File: src/rtl/sic_pkg.sv
// Constants and types of the indexed configuration port block
// What this block does
// - Strap enables index 015Ch, data 015Dh ports
// - Strap sets motherboard mode, no isolation needed
// - Device selector resets 00h, picks nine devices
// - Read-port, wake, card select reset to 00h
// - Fixed chip identifier readable at index 20h
// - Global configs 21h/22h reset D6h, 02h
// - Chip-select index 23h, data 24h, reset 00h
// - Per device: 30h activation, 31h range check
// - Per device: data base 60/61h, command 62/63h
// - Per device: interrupt select 70h, type 71h
// - Per device: DMA assignment at 74h/75h
// - F0h device config; F1h floppy_drive_ident, device 03
// - Eleven general-purpose pins, per-pin direction
// - GPIO port 1 at 0078h, port 2 007Ch
// - Run-time functions use fixed PC addresses
package sic_pkg;
   localparam logic [15:0] IDX_PORT = 16'h015C;
   localparam logic [15:0] DAT_PORT = 16'h015D;
   localparam logic [15:0] GPIO_BASE = 16'h0078;
   localparam logic [7:0] IX_RDPORT = 8'h00;
   localparam logic [7:0] IX_WAKE = 8'h03;
   localparam logic [7:0] IX_CSN = 8'h06;
   localparam logic [7:0] IX_LDN = 8'h07;
   localparam logic [7:0] IX_CHIPID = 8'h20;
   localparam logic [7:0] IX_GCFG_A = 8'h21;
   localparam logic [7:0] IX_GCFG_B = 8'h22;
   localparam logic [7:0] IX_CS_IDX = 8'h23;
   localparam logic [7:0] IX_CS_DAT = 8'h24;
   localparam logic [7:0] IX_ACT = 8'h30;
   localparam logic [7:0] IX_RCHK = 8'h31;
   localparam logic [7:0] IX_DBASE_HI = 8'h60;
   localparam logic [7:0] IX_DBASE_LO = 8'h61;
   localparam logic [7:0] IX_CBASE_HI = 8'h62;
   localparam logic [7:0] IX_CBASE_LO = 8'h63;
   localparam logic [7:0] IX_IRQ_SEL = 8'h70;
   localparam logic [7:0] IX_IRQ_TYPE = 8'h71;
   localparam logic [7:0] IX_DMA_A = 8'h74;
   localparam logic [7:0] IX_DMA_B = 8'h75;
   localparam logic [7:0] IX_DEV_CFG = 8'hF0;
   localparam logic [7:0] IX_FLOPPY_DRIVE_IDENT = 8'hF1;
   localparam logic [7:0] RST_ZERO = 8'h00;
   localparam logic [7:0] RST_GCFG_A = 8'hD6;
   localparam logic [7:0] RST_GCFG_B = 8'h02;
   localparam logic [7:0] LDN_KBD = 8'h00;
   localparam logic [7:0] LDN_FDC = 8'h03;
   localparam logic [7:0] LDN_LPT = 8'h04;
   localparam logic [7:0] LDN_SER2 = 8'h05;
   localparam logic [7:0] LDN_SER1 = 8'h06;
   localparam int NDEV = 9;
   localparam logic [7:0] NDEV_B = 8'h09;
   localparam int NCS = 8;
   localparam int NGPIO = 11;
   localparam int GP1_PINS = 4;
   localparam logic [7:0] GP1_MASK = 8'h0F;
   localparam logic [7:0] GP2_MASK = 8'hFE;
   localparam logic [7:0] CHIP_ID_DEF = 8'h5A; // Arbitrary value

   // Host I/O cycle, one cycle per access
   typedef struct packed {
      logic [15:0] addr;
      logic rd;
      logic wr;
      logic [7:0] wdata;
   } sic_io_req_t;

   // Read answer, one cycle after the read
   typedef struct packed {
      logic ack;
      logic [7:0] data;
   } sic_io_rsp_t;
endpackage

File: src/rtl/sic_config_port.sv
// Indexed configuration port, GPIO ports and run-time decode
`timescale 1ns/1ps
module sic_config_port #(
   parameter logic [7:0] P_CHIP_ID = sic_pkg::CHIP_ID_DEF
) (
   input wire logic i_sys_clk,
   input wire logic i_reset_n,
   input wire logic i_strap_pnp,
   input wire sic_pkg::sic_io_req_t i_io,
   output sic_pkg::sic_io_rsp_t o_io,
   input wire logic [sic_pkg::NGPIO-1:0] i_gpio_in,
   output logic [sic_pkg::NGPIO-1:0] o_gpio_out,
   output logic [sic_pkg::NGPIO-1:0] o_gpio_oe,
   output logic o_cfg_en,
   output logic [4:0] o_rt_sel
);
   import sic_pkg::*;

   typedef struct packed {
      logic strap_done;
      logic cfg_en;
      logic [7:0] index;
      logic [7:0] ldn;
      logic [7:0] rd_port;
      logic [7:0] wake;
      logic [7:0] card_select_number;
      logic [7:0] gcfg_a;
      logic [7:0] gcfg_b;
      logic [7:0] cs_idx;
      logic [NCS-1:0][7:0] cs_dat;
      logic [NDEV-1:0][7:0] act;
      logic [NDEV-1:0][7:0] rchk;
      logic [NDEV-1:0][15:0] dbase;
      logic [NDEV-1:0][15:0] cbase;
      logic [NDEV-1:0][7:0] irq_sel;
      logic [NDEV-1:0][7:0] irq_type;
      logic [NDEV-1:0][15:0] dma;
      logic [NDEV-1:0][7:0] dev_cfg;
      logic [7:0] floppy_drive_ident;
      logic [1:0][7:0] gp_data;
      logic [1:0][7:0] gp_dir;
      logic [1:0][7:0] gp_type;
      logic [1:0][7:0] gp_pull;
      logic ack;
      logic [7:0] rdata;
      logic [4:0] rt_sel;
   } sic_state_t;

   sic_state_t q, d;
   logic [1:0][7:0] gp_pin;
   logic [1:0][7:0] gp_mask;
   logic dat_hit, idx_hit, gp_hit, ld_ok;
   logic [3:0] ld;
   logic [2:0] csi;
   logic [7:0] dev_rd, gp_rd;
   logic [15:0] a;

   assign gp_mask[0] = GP1_MASK;
   assign gp_mask[1] = GP2_MASK;
   assign gp_pin[0][7:GP1_PINS] = 4'h0;
   assign gp_pin[1][0] = 1'b0;

   // Pin map: port 1 bits 3..0, port 2 bits 7..1
   for (genvar i = 0; i < NGPIO; i++) begin : g_pin
      localparam int P = (i < GP1_PINS) ? 0 : 1;
      localparam int B = (i < GP1_PINS) ? i : i - GP1_PINS + 1;
      assign gp_pin[P][B] = i_gpio_in[i];
      assign o_gpio_out[i] = q.gp_data[P][B];
      assign o_gpio_oe[i] = q.gp_dir[P][B];
   end

   assign o_io.ack = q.ack;
   assign o_io.data = q.rdata;
   assign o_cfg_en = q.cfg_en;
   assign o_rt_sel = q.rt_sel;

   // Address decode of the current host cycle
   always_comb begin
      a = i_io.addr;
      idx_hit = q.cfg_en && a == IDX_PORT;
      dat_hit = q.cfg_en && a == DAT_PORT;
      gp_hit = a[15:3] == GPIO_BASE[15:3];
      ld_ok = q.ldn < NDEV_B;
      ld = q.ldn[3:0];
      csi = q.cs_idx[2:0];
   end

   // Per-device bank read for the selected device only
   always_comb begin
      dev_rd = RST_ZERO;
      if (ld_ok) begin
         unique case (q.index)
            IX_ACT: dev_rd = q.act[ld];
            IX_RCHK: dev_rd = q.rchk[ld];
            IX_DBASE_HI: dev_rd = q.dbase[ld][15:8];
            IX_DBASE_LO: dev_rd = q.dbase[ld][7:0];
            IX_CBASE_HI: dev_rd = q.cbase[ld][15:8];
            IX_CBASE_LO: dev_rd = q.cbase[ld][7:0];
            IX_IRQ_SEL: dev_rd = q.irq_sel[ld];
            IX_IRQ_TYPE: dev_rd = q.irq_type[ld];
            IX_DMA_A: dev_rd = q.dma[ld][15:8];
            IX_DMA_B: dev_rd = q.dma[ld][7:0];
            IX_DEV_CFG: dev_rd = q.dev_cfg[ld];
            IX_FLOPPY_DRIVE_IDENT:
               dev_rd = (q.ldn == LDN_FDC) ? q.floppy_drive_ident : RST_ZERO;
            default: dev_rd = RST_ZERO;
         endcase
      end
   end

   // GPIO port read: output pins show the latch, inputs the pin
   always_comb begin
      unique case (a[1:0])
         2'h0: gp_rd = ((q.gp_data[a[2]] & q.gp_dir[a[2]])
                        | (gp_pin[a[2]] & ~q.gp_dir[a[2]]))
                       & gp_mask[a[2]];
         2'h1: gp_rd = q.gp_dir[a[2]];
         2'h2: gp_rd = q.gp_type[a[2]];
         2'h3: gp_rd = q.gp_pull[a[2]];
      endcase
   end

   // Next-state logic for every register of the block
   always_comb begin
      d = q;
      d.ack = 1'b0;
      d.rdata = RST_ZERO;
      // Strap caught once, on the first edge after reset release
      if (!q.strap_done) begin
         d.strap_done = 1'b1;
         d.cfg_en = i_strap_pnp;
      end
      // Run-time decode, gated by each device's activation bit
      d.rt_sel = 5'h00;
      if (i_io.rd || i_io.wr) begin
         d.rt_sel[0] = q.act[LDN_KBD][0]
                       && (a == 16'h0060 || a == 16'h0064);
         d.rt_sel[1] = q.act[LDN_FDC][0] && a[15:3] == 13'h007E
                       && a != 16'h03F6;
         d.rt_sel[2] = q.act[LDN_LPT][0] && a[15:3] == 13'h006F;
         d.rt_sel[3] = q.act[LDN_SER2][0] && a[15:3] == 13'h005F;
         d.rt_sel[4] = q.act[LDN_SER1][0] && a[15:3] == 13'h007F;
      end
      // Reads answer on the next cycle
      if (i_io.rd && (idx_hit || dat_hit || gp_hit)) begin
         d.ack = 1'b1;
         if (idx_hit) begin
            d.rdata = q.index;
         end else if (gp_hit) begin
            d.rdata = gp_rd;
         end else begin
            unique case (q.index)
               IX_CSN: d.rdata = q.card_select_number;
               IX_LDN: d.rdata = q.ldn;
               IX_CHIPID: d.rdata = P_CHIP_ID;
               IX_GCFG_A: d.rdata = q.gcfg_a;
               IX_GCFG_B: d.rdata = q.gcfg_b;
               IX_CS_IDX: d.rdata = q.cs_idx;
               IX_CS_DAT: d.rdata = q.cs_dat[csi];
               default: d.rdata = dev_rd;
            endcase
         end
      end
      // Index port keeps the last value written
      if (i_io.wr && idx_hit) begin
         d.index = i_io.wdata;
      end
      // GPIO writes, unused bit positions forced low
      if (i_io.wr && gp_hit) begin
         unique case (a[1:0])
            2'h0: d.gp_data[a[2]] = i_io.wdata & gp_mask[a[2]];
            2'h1: d.gp_dir[a[2]] = i_io.wdata & gp_mask[a[2]];
            2'h2: d.gp_type[a[2]] = i_io.wdata & gp_mask[a[2]];
            2'h3: d.gp_pull[a[2]] = i_io.wdata & gp_mask[a[2]];
         endcase
      end
      // Data port writes land in card and global registers, else in the selected device only
      if (i_io.wr && dat_hit) begin
         unique case (q.index)
            IX_RDPORT: d.rd_port = i_io.wdata;
            IX_WAKE: d.wake = i_io.wdata;
            IX_CSN: d.card_select_number = i_io.wdata;
            IX_LDN: d.ldn = i_io.wdata;
            IX_GCFG_A: d.gcfg_a = i_io.wdata;
            IX_GCFG_B: d.gcfg_b = i_io.wdata;
            IX_CS_IDX: d.cs_idx = i_io.wdata;
            IX_CS_DAT: d.cs_dat[csi] = i_io.wdata;
            default: begin
               if (ld_ok) begin
                  unique case (q.index)
                     IX_ACT: d.act[ld] = i_io.wdata;
                     IX_RCHK: d.rchk[ld] = i_io.wdata;
                     IX_DBASE_HI: d.dbase[ld][15:8] = i_io.wdata;
                     IX_DBASE_LO: d.dbase[ld][7:0] = i_io.wdata;
                     IX_CBASE_HI: d.cbase[ld][15:8] = i_io.wdata;
                     IX_CBASE_LO: d.cbase[ld][7:0] = i_io.wdata;
                     IX_IRQ_SEL: d.irq_sel[ld] = i_io.wdata;
                     IX_IRQ_TYPE: d.irq_type[ld] = i_io.wdata;
                     IX_DMA_A: d.dma[ld][15:8] = i_io.wdata;
                     IX_DMA_B: d.dma[ld][7:0] = i_io.wdata;
                     IX_DEV_CFG: d.dev_cfg[ld] = i_io.wdata;
                     IX_FLOPPY_DRIVE_IDENT: begin
                        if (q.ldn == LDN_FDC) begin
                           d.floppy_drive_ident = i_io.wdata;
                        end
                     end
                     default: d.act[ld] = q.act[ld];
                  endcase
               end
            end
         endcase
      end
   end

   // Single state register; reset values are constants only
   always_ff @(posedge i_sys_clk) begin
      if (!i_reset_n) begin
         q <= '0;
         q.gcfg_a <= RST_GCFG_A;
         q.gcfg_b <= RST_GCFG_B;
      end else begin
         q <= d;
      end
   end
endmodule // sic_config_port

File: config.mk
export PLATFORM = sky130hd
export DESIGN_NAME = sic_config_port
export DESIGN_NICKNAME = d
export VERILOG_FILES = /design/src/rtl/sic_pkg.sv /design/src/rtl/sic_config_port.sv
export SDC_FILE = /design/constraint.sdc
export NUM_CORES = 2
export LEC_CHECK = 0
export BUFFER_PORTS_ARGS = -buffer_cell sky130_fd_sc_hd__buf_2
export CAP_MARGIN = 20
export CORE_UTILIZATION = 45
export CTS_CLUSTER_DIAMETER = 30
export DETAILED_ROUTE_END_ITERATION = 10
export GPL_TIMING_DRIVEN = 0
export SYNTH_ARGS = -nofsm -noshare
export SYNTH_HDL_FRONTEND = slang
export SYNTH_SLANG_ARGS = --single-unit
export TNS_END_PERCENT = 100
File: constraint.sdc
create_clock -name i_sys_clk -period 3.3 [get_ports i_sys_clk]
set_clock_uncertainty 0.15 [all_clocks]
set_input_delay 0.825 -clock i_sys_clk [delete_from_list [all_inputs] [get_ports i_sys_clk]]
set_output_delay 0.825 -clock i_sys_clk [all_outputs]
set_load 0.02 [all_outputs]
# Yosys cells after proc, flatten, opt, wreduce, memory -nomap -nowiden
# Cells that the tools add are included.
[word_totals]
out_inout_bits = 37
register_bits = 992
[classes]
n_mux = 69
n_reduce_logical = 47
order_cmp = 7
eq_ne = 34
bitwise_logic = 8
[ops]
columns = ["cell", "count"]
rows = [
  ["$bwmux 144", 6],
  ["$pmux 144 s2", 3],
  ["$bwmux 72", 6],
  ["$mux 8", 26],
  ["$bmux 16 s4", 3],
  ["$bmux 8 s4", 5],
  ["$pmux 72 s2", 1],
  ["$demux 16 s4", 2],
  ["$pmux 8 s12", 1],
  ["$bwmux 16", 4],
  ["$bwmux 64", 1],
  ["$eq 8x7->1 const B", 8],
  ["$mux 16", 4],
  ["$eq 8x6->1 const B", 7],
  ["$pmux 8 s7", 1],
  ["$eq 13x7->1 const B", 4],
  ["$and 8x8->8", 4],
  ["$demux 8 s4", 1],
  ["$eq 16x7->1 const B", 2],
  ["$eq 16x9->1 const B", 2],
  ["$pmux 8 s4", 1],
  ["$reduce_and 4->1", 8],
  ["$bmux 8 s3", 1],
  ["$demux 8 s3", 1],
  ["28 further kinds", 63],
]

# Longest topological paths before layout
[depth]
ltp_word = 10
depth_mapped = 13
depth_no_buf = 8

# Worst setup path after synthesis
# Ideal clock, no wire load.
[synth_timing]
kind = "input-to-reg"
start = "in i_io[15] in the netlist's numbering"
end = "reg q[613] in the netlist's numbering"
cell_stages = 10
slack_ns = -0.104
t_arrival_ns = 3.129
t_required_ns = 3.025
path_cell_list = "or4_1 -> or3_1 -> buf_2 -> nor4b_4 -> and3_1 -> buf_4 -> nand4_2 -> buf_2 -> nand3_1 -> o21ai_1"
[synth_between]
elab_chain_cells = 4
[synth_rtl]
columns = ["element", "line", "source"]
rows = [
  ["start: declaration", "sic_config_port.sv:9", "input wire sic_pkg::sic_io_req_t i_io,"],
  ["$eq 16x9->1", "sic_config_port.sv:81", "dat_hit = q.cfg_en && a == DAT_PORT;"],
  ["$logic_and 1x1->1", "sic_config_port.sv:81", ""],
  ["$logic_and 1x1->1", "sic_config_port.sv:178", "if (i_io.wr && dat_hit) begin"],
  ["$reduce_and 4->1 (no source line)", "n/a", ""],
  ["end: declaration", "sic_config_port.sv:49", "sic_state_t q, d;"],
]
# Every way passes these cells.
# A chain may end at the register's enable or synchronous reset.

# Worst setup path in the final report
[layout_timing]
start = "reg q, in the netlist ld[1]"
end = "reg q, in the netlist o_io[1]"
[layout_between]
elab_chain_cells = 7
[layout_rtl]
columns = ["element", "line", "source"]
rows = [
  ["$bmux 8 s4, or another cell as far along", "sic_config_port.sv:103", "IX_DEV_CFG: dev_rd = q.dev_cfg[ld];"],
  ["$mux 8 (not written as such), or another cell as far along", "sic_config_port.sv:103", ""],
  ["$pmux 8 s12", "sic_config_port.sv:92", "unique case (q.index)"],
  ["$mux 8", "sic_config_port.sv:91", "if (ld_ok) begin"],
  ["$pmux 8 s7 *", "sic_config_port.sv:152", "unique case (q.index)"],
  ["$mux 8 *", "sic_config_port.sv:149", "end else if (gp_hit) begin"],
  ["$mux 8 *", "sic_config_port.sv:147", "if (idx_hit) begin"],
]
# Mark *: on every way between the ends. The rest lies on a longest branch, timed or not. The select of a mux whose other input is x is not followed.

==> results.yml <==
logic_synthesis:
  syn_area_per_cell_um2: 10.1
  synth_edf_count: 0
  yosys.cell_types.count: 71
  synth_fp_nets: 4585
  synth-seq-cells: 987
  yosys_warnings: 0
  synth-main-ff-cell: "dfxtp_1"
  seq_area_frac_synth_pct: 43.0
  async_flop_share_pct: 0
  syn-instance-count: 4545
  netlist_area_um2: 46000
floorplanning:
  start_util_pct: 45.7
  die_h_um: 322
  rows: 116
  die_w_um: 322
  io_pins: 77
  coreArea_um2: 101000
  design.die.area_um2: 104000
grt:
  antenna_found_initial: 20
  grt_use_total_pct: 44.1
  grt_max_degree: 18
  grt_pass1_wl_mm: 314
  grt.overflow.total: 0
  grt_pass1_vias: 38200
final_layout:
  fillCellCount: 8579
  stdcell_count: 6557
  drive_gt1_share_pct: 23.6
  nNetsFinal: 5026
  synthToLayoutAreaGrowth_pct: 33.0
pwr:
  cellLeakagePower_uw: 0.0252
  power_density_nw_per_um2: 612
  peakVddDrop_mv: 0.633
  power_uw: 37400
cts:
  cts_buffers: 236
  clkLatencyLatePin_ps: 850
  cts_tree: "yes"
  cts_max_level: 4
  cts_sinks: 987
  cts_root_buf: "clkbuf_16"
  clockBufferDepth: 3
  path_clk_slew_ps: 50
  cts-hold-fix-buffers: 0
timing:
  max_clock_freq_ghz: 0.272
  finalCritPeriodShare_pct: 111
  tightestPinTransition_ps: 1400
  holdWs_ps: 90.0
  setup_viol: 36
  grt_setup_unrepaired: "true"
  finalCriticalPeriod_ps: 3680
  relSlewSlack_pct: 6.88
  setup_ws_ps: -376
  slew_viol_final: 0
  finalHoldViolations: 0
detailed_routing:
  ant_nets: 0
  viasPerCell: 6.30
  drcViolationCount: 0
  dr.first_iter.drc_count: 5537
  wl_mm: 233
  drt_pass1_iterations: 6
  wire_per_inst_um: 35.6
  vias: 41300
setup_path:
  cp_max_fo: 9
  crit_start: "ld[1]"
  r2r_end: "o_io[1]"
  worstPathArrival_ps: 4230
  critPathCapture: "o_io[1]"
  reg2regPathDepth: 13
  critPathSlowestCell: "nand4_1"
  regToRegStartpoint: "ld[1]"
  cp.required_ps: 3850
  path_cells: "buf_12, buf_16, nor2b_1, buf_4, clkbuf_2, buf_8, a2bb2oi_1, o221ai_1, and3_1, a2111oi_1, nand4_1, a21oi_2, o21ai_0"
  slowest_delay_ps: 430
  cp-start-kind: "flip-flop"
  cp_top_family: "compound AO/OA/AOI/OAI gates"
  r2r_slack_ps: -380
  worstSetupPathType: "flip-flop to flip-flop"
  cp-end-kind: "flip-flop"
  path_depth: 13
  path_buf_inv: 5
placement:
  place.gp.congestion: 1.09
  dp_hpwl_mm: 166
  dpl.cell_count: 6022
  dp_slack_ps: -2890
  place.port_buffers: 71
hold_path:
  hold_path_class: "primary input to flip-flop"
run_status:
  status: "finished, violations left"
  violations: "negative setup slack"
run:
  maxCapViolations: 0
==> flip-flops by register name (all words and copies together) (netlist names) <==
register    cells
o_gpio_oe      11
q             943
o_gpio_out     11
o_io            9
ld              4
o_rt_sel        5
csi             3
o_cfg_en        1
==> cell families after synthesis <==
logic type / Yosys count / synth area share [%]
compound gates: 587 / 8.49
xor+xnor: 1 / 0.0190
buf+inv: 463 / 4.32
flops: 987 / 43.0
mux: 1056 / 25.7
simple gates: 1451 / 18.5
==> cell usage after synthesis, types with 5 or more instances <==
library cell  count  share of area [%]
mux2i_1         933                 20
inv_1            12              0.098
a211o_1           5              0.095
nor3b_1           5              0.082
and2_1            7              0.095
nor4_1            5              0.068
o2111ai_1         6               0.11
o22ai_1          58               0.79
a21boi_1         20               0.33
a311oi_1          5              0.095
nand3_2          68                1.5
nor4b_1           6               0.11
a22oi_1          18               0.29
mux4_2           99                4.8
o221ai_1         32               0.61
a211oi_1         15               0.24
o21ai_0         197                2.1
clkbuf_1        296                2.4
buf_2            71               0.77
a21oi_1          38               0.41
buf_1            41               0.33
nor2b_1         745                 10
nand3_1         234                2.5
nand4b_1          5              0.095
o21ai_1          18               0.20
nor2_1           60               0.49
nand2b_1          6              0.082
nor3_1           24               0.26
a2bb2oi_1         6               0.11
nand2_1         195                1.6
or3_1            10               0.14
nand4_1          17               0.23
a31oi_1           6              0.082
a21boi_0         59               0.96
a221o_1          18               0.39
a221oi_1         49               0.93
or2_2             8               0.11
or4_1             5              0.082
mux2_2           24               0.59
buf_4            43               0.70
dfxtp_1         987                 43
and3_1           26               0.35
o211ai_1          6              0.098
==> what timing repair did <==
item	4_1_cts	5_1_grt
buffers inserted	49	48
endpoints found under the setup margin	889	276
cloned	1	1
pin swaps	32	39
gates resized for setup	545	180
==> layout by cell type, fill, tap and decap left out, types with 30 or more instances in the layout <==
cell type    n
o21ai_0    179
buf_2       86
clkbuf_2    33
clkinv_2    47
mux2i_1    914
clkbuf_16  239
nor2_1      48
o22ai_1     44
buf_4      145
a21oi_1     31
nand3_4     64
bufinv_16   33
buf_16      30
buf_8       44
clkbuf_8    47
nor2b_1    744
clkbuf_1   240
nand3_1    216
a21boi_0    59
nand2_1    183
dfxtp_1    983
mux4_2      99
==> layer usage <==
| metal | vias to the layer above | share of wire (%) | GRT usage, % |
|---|---|---|---|
| met5 | - | 0.12 | 0.189 |
| met4 | 13 | 7.0 | 28.1 |
| met1 | 20600 | 40 | 58.3 |
| met3 | 683 | 12 | 13.7 |
| li1 | 17200 | - | - |
| met2 | 2786 | 41 | 61.8 |
==> worst min-delay path by stage <==
stage	start	end	slack, ps	cells past startpoint
floorplan	q[824]	q[824]	280	2
global placement	q[864]	q[864]	290	2
detailed placement	q[864]	q[864]	290	2
CTS	i_io[18]	o_rt_sel[3]	60	2
global route	i_reset_n	q[1007]	70	1
finish	i_reset_n	q[1007]	90	1
==> worst reg2reg max path, stage by stage, from the launching register on <==
cell       delay (ps)
dfxtp_2           320
buf_12            150
buf_16            210
nor2b_1           210
buf_4             220
clkbuf_2          210
buf_8             200
a2bb2oi_1         190
o221ai_1          220
and3_1            310
a2111oi_1         390
nand4_1           430
a21oi_2           250
o21ai_0            80
==> final cells by class <==
type	count	area, um^2	area share (%)
multi-input cells	3095	26000	42.5
flip-flops and latches	987	19800	32.3
clock buffers	307	6610	10.8
plain buffers	434	3120	5.10
repair buffers	220	2110	3.46
clock inverters	135	1830	2.99
well taps	1357	1700	2.77
inverters	12	48.8	0.0797
diodes	10	25.0	0.0409
==> where the power goes <==
| part | internal (uW) | total (uW) | switching, uW | leakage, uW |
|---|---|---|---|---|
| logic | 269 | 1060 | 791 | 0.0132 |
| registers | 12000 | 12000 | 1.17 | 0.00795 |
| clock network | 16600 | 24400 | 7800 | 0.00410 |
==> stage by stage <==
stage | TNS [ps] | util, % | instance area (um^2)
floorplan | 0 | - | 46100
global placement | -1489490 | 47.8 | 48200
detailed placement | -1078290 | 48.6 | 49000
CTS | -2710 | 59.6 | 60000
global route | -1370 | 60.7 | 61200
finish | -2950 | 60.8 | 61200
Power figures use the tool's default switching activity.
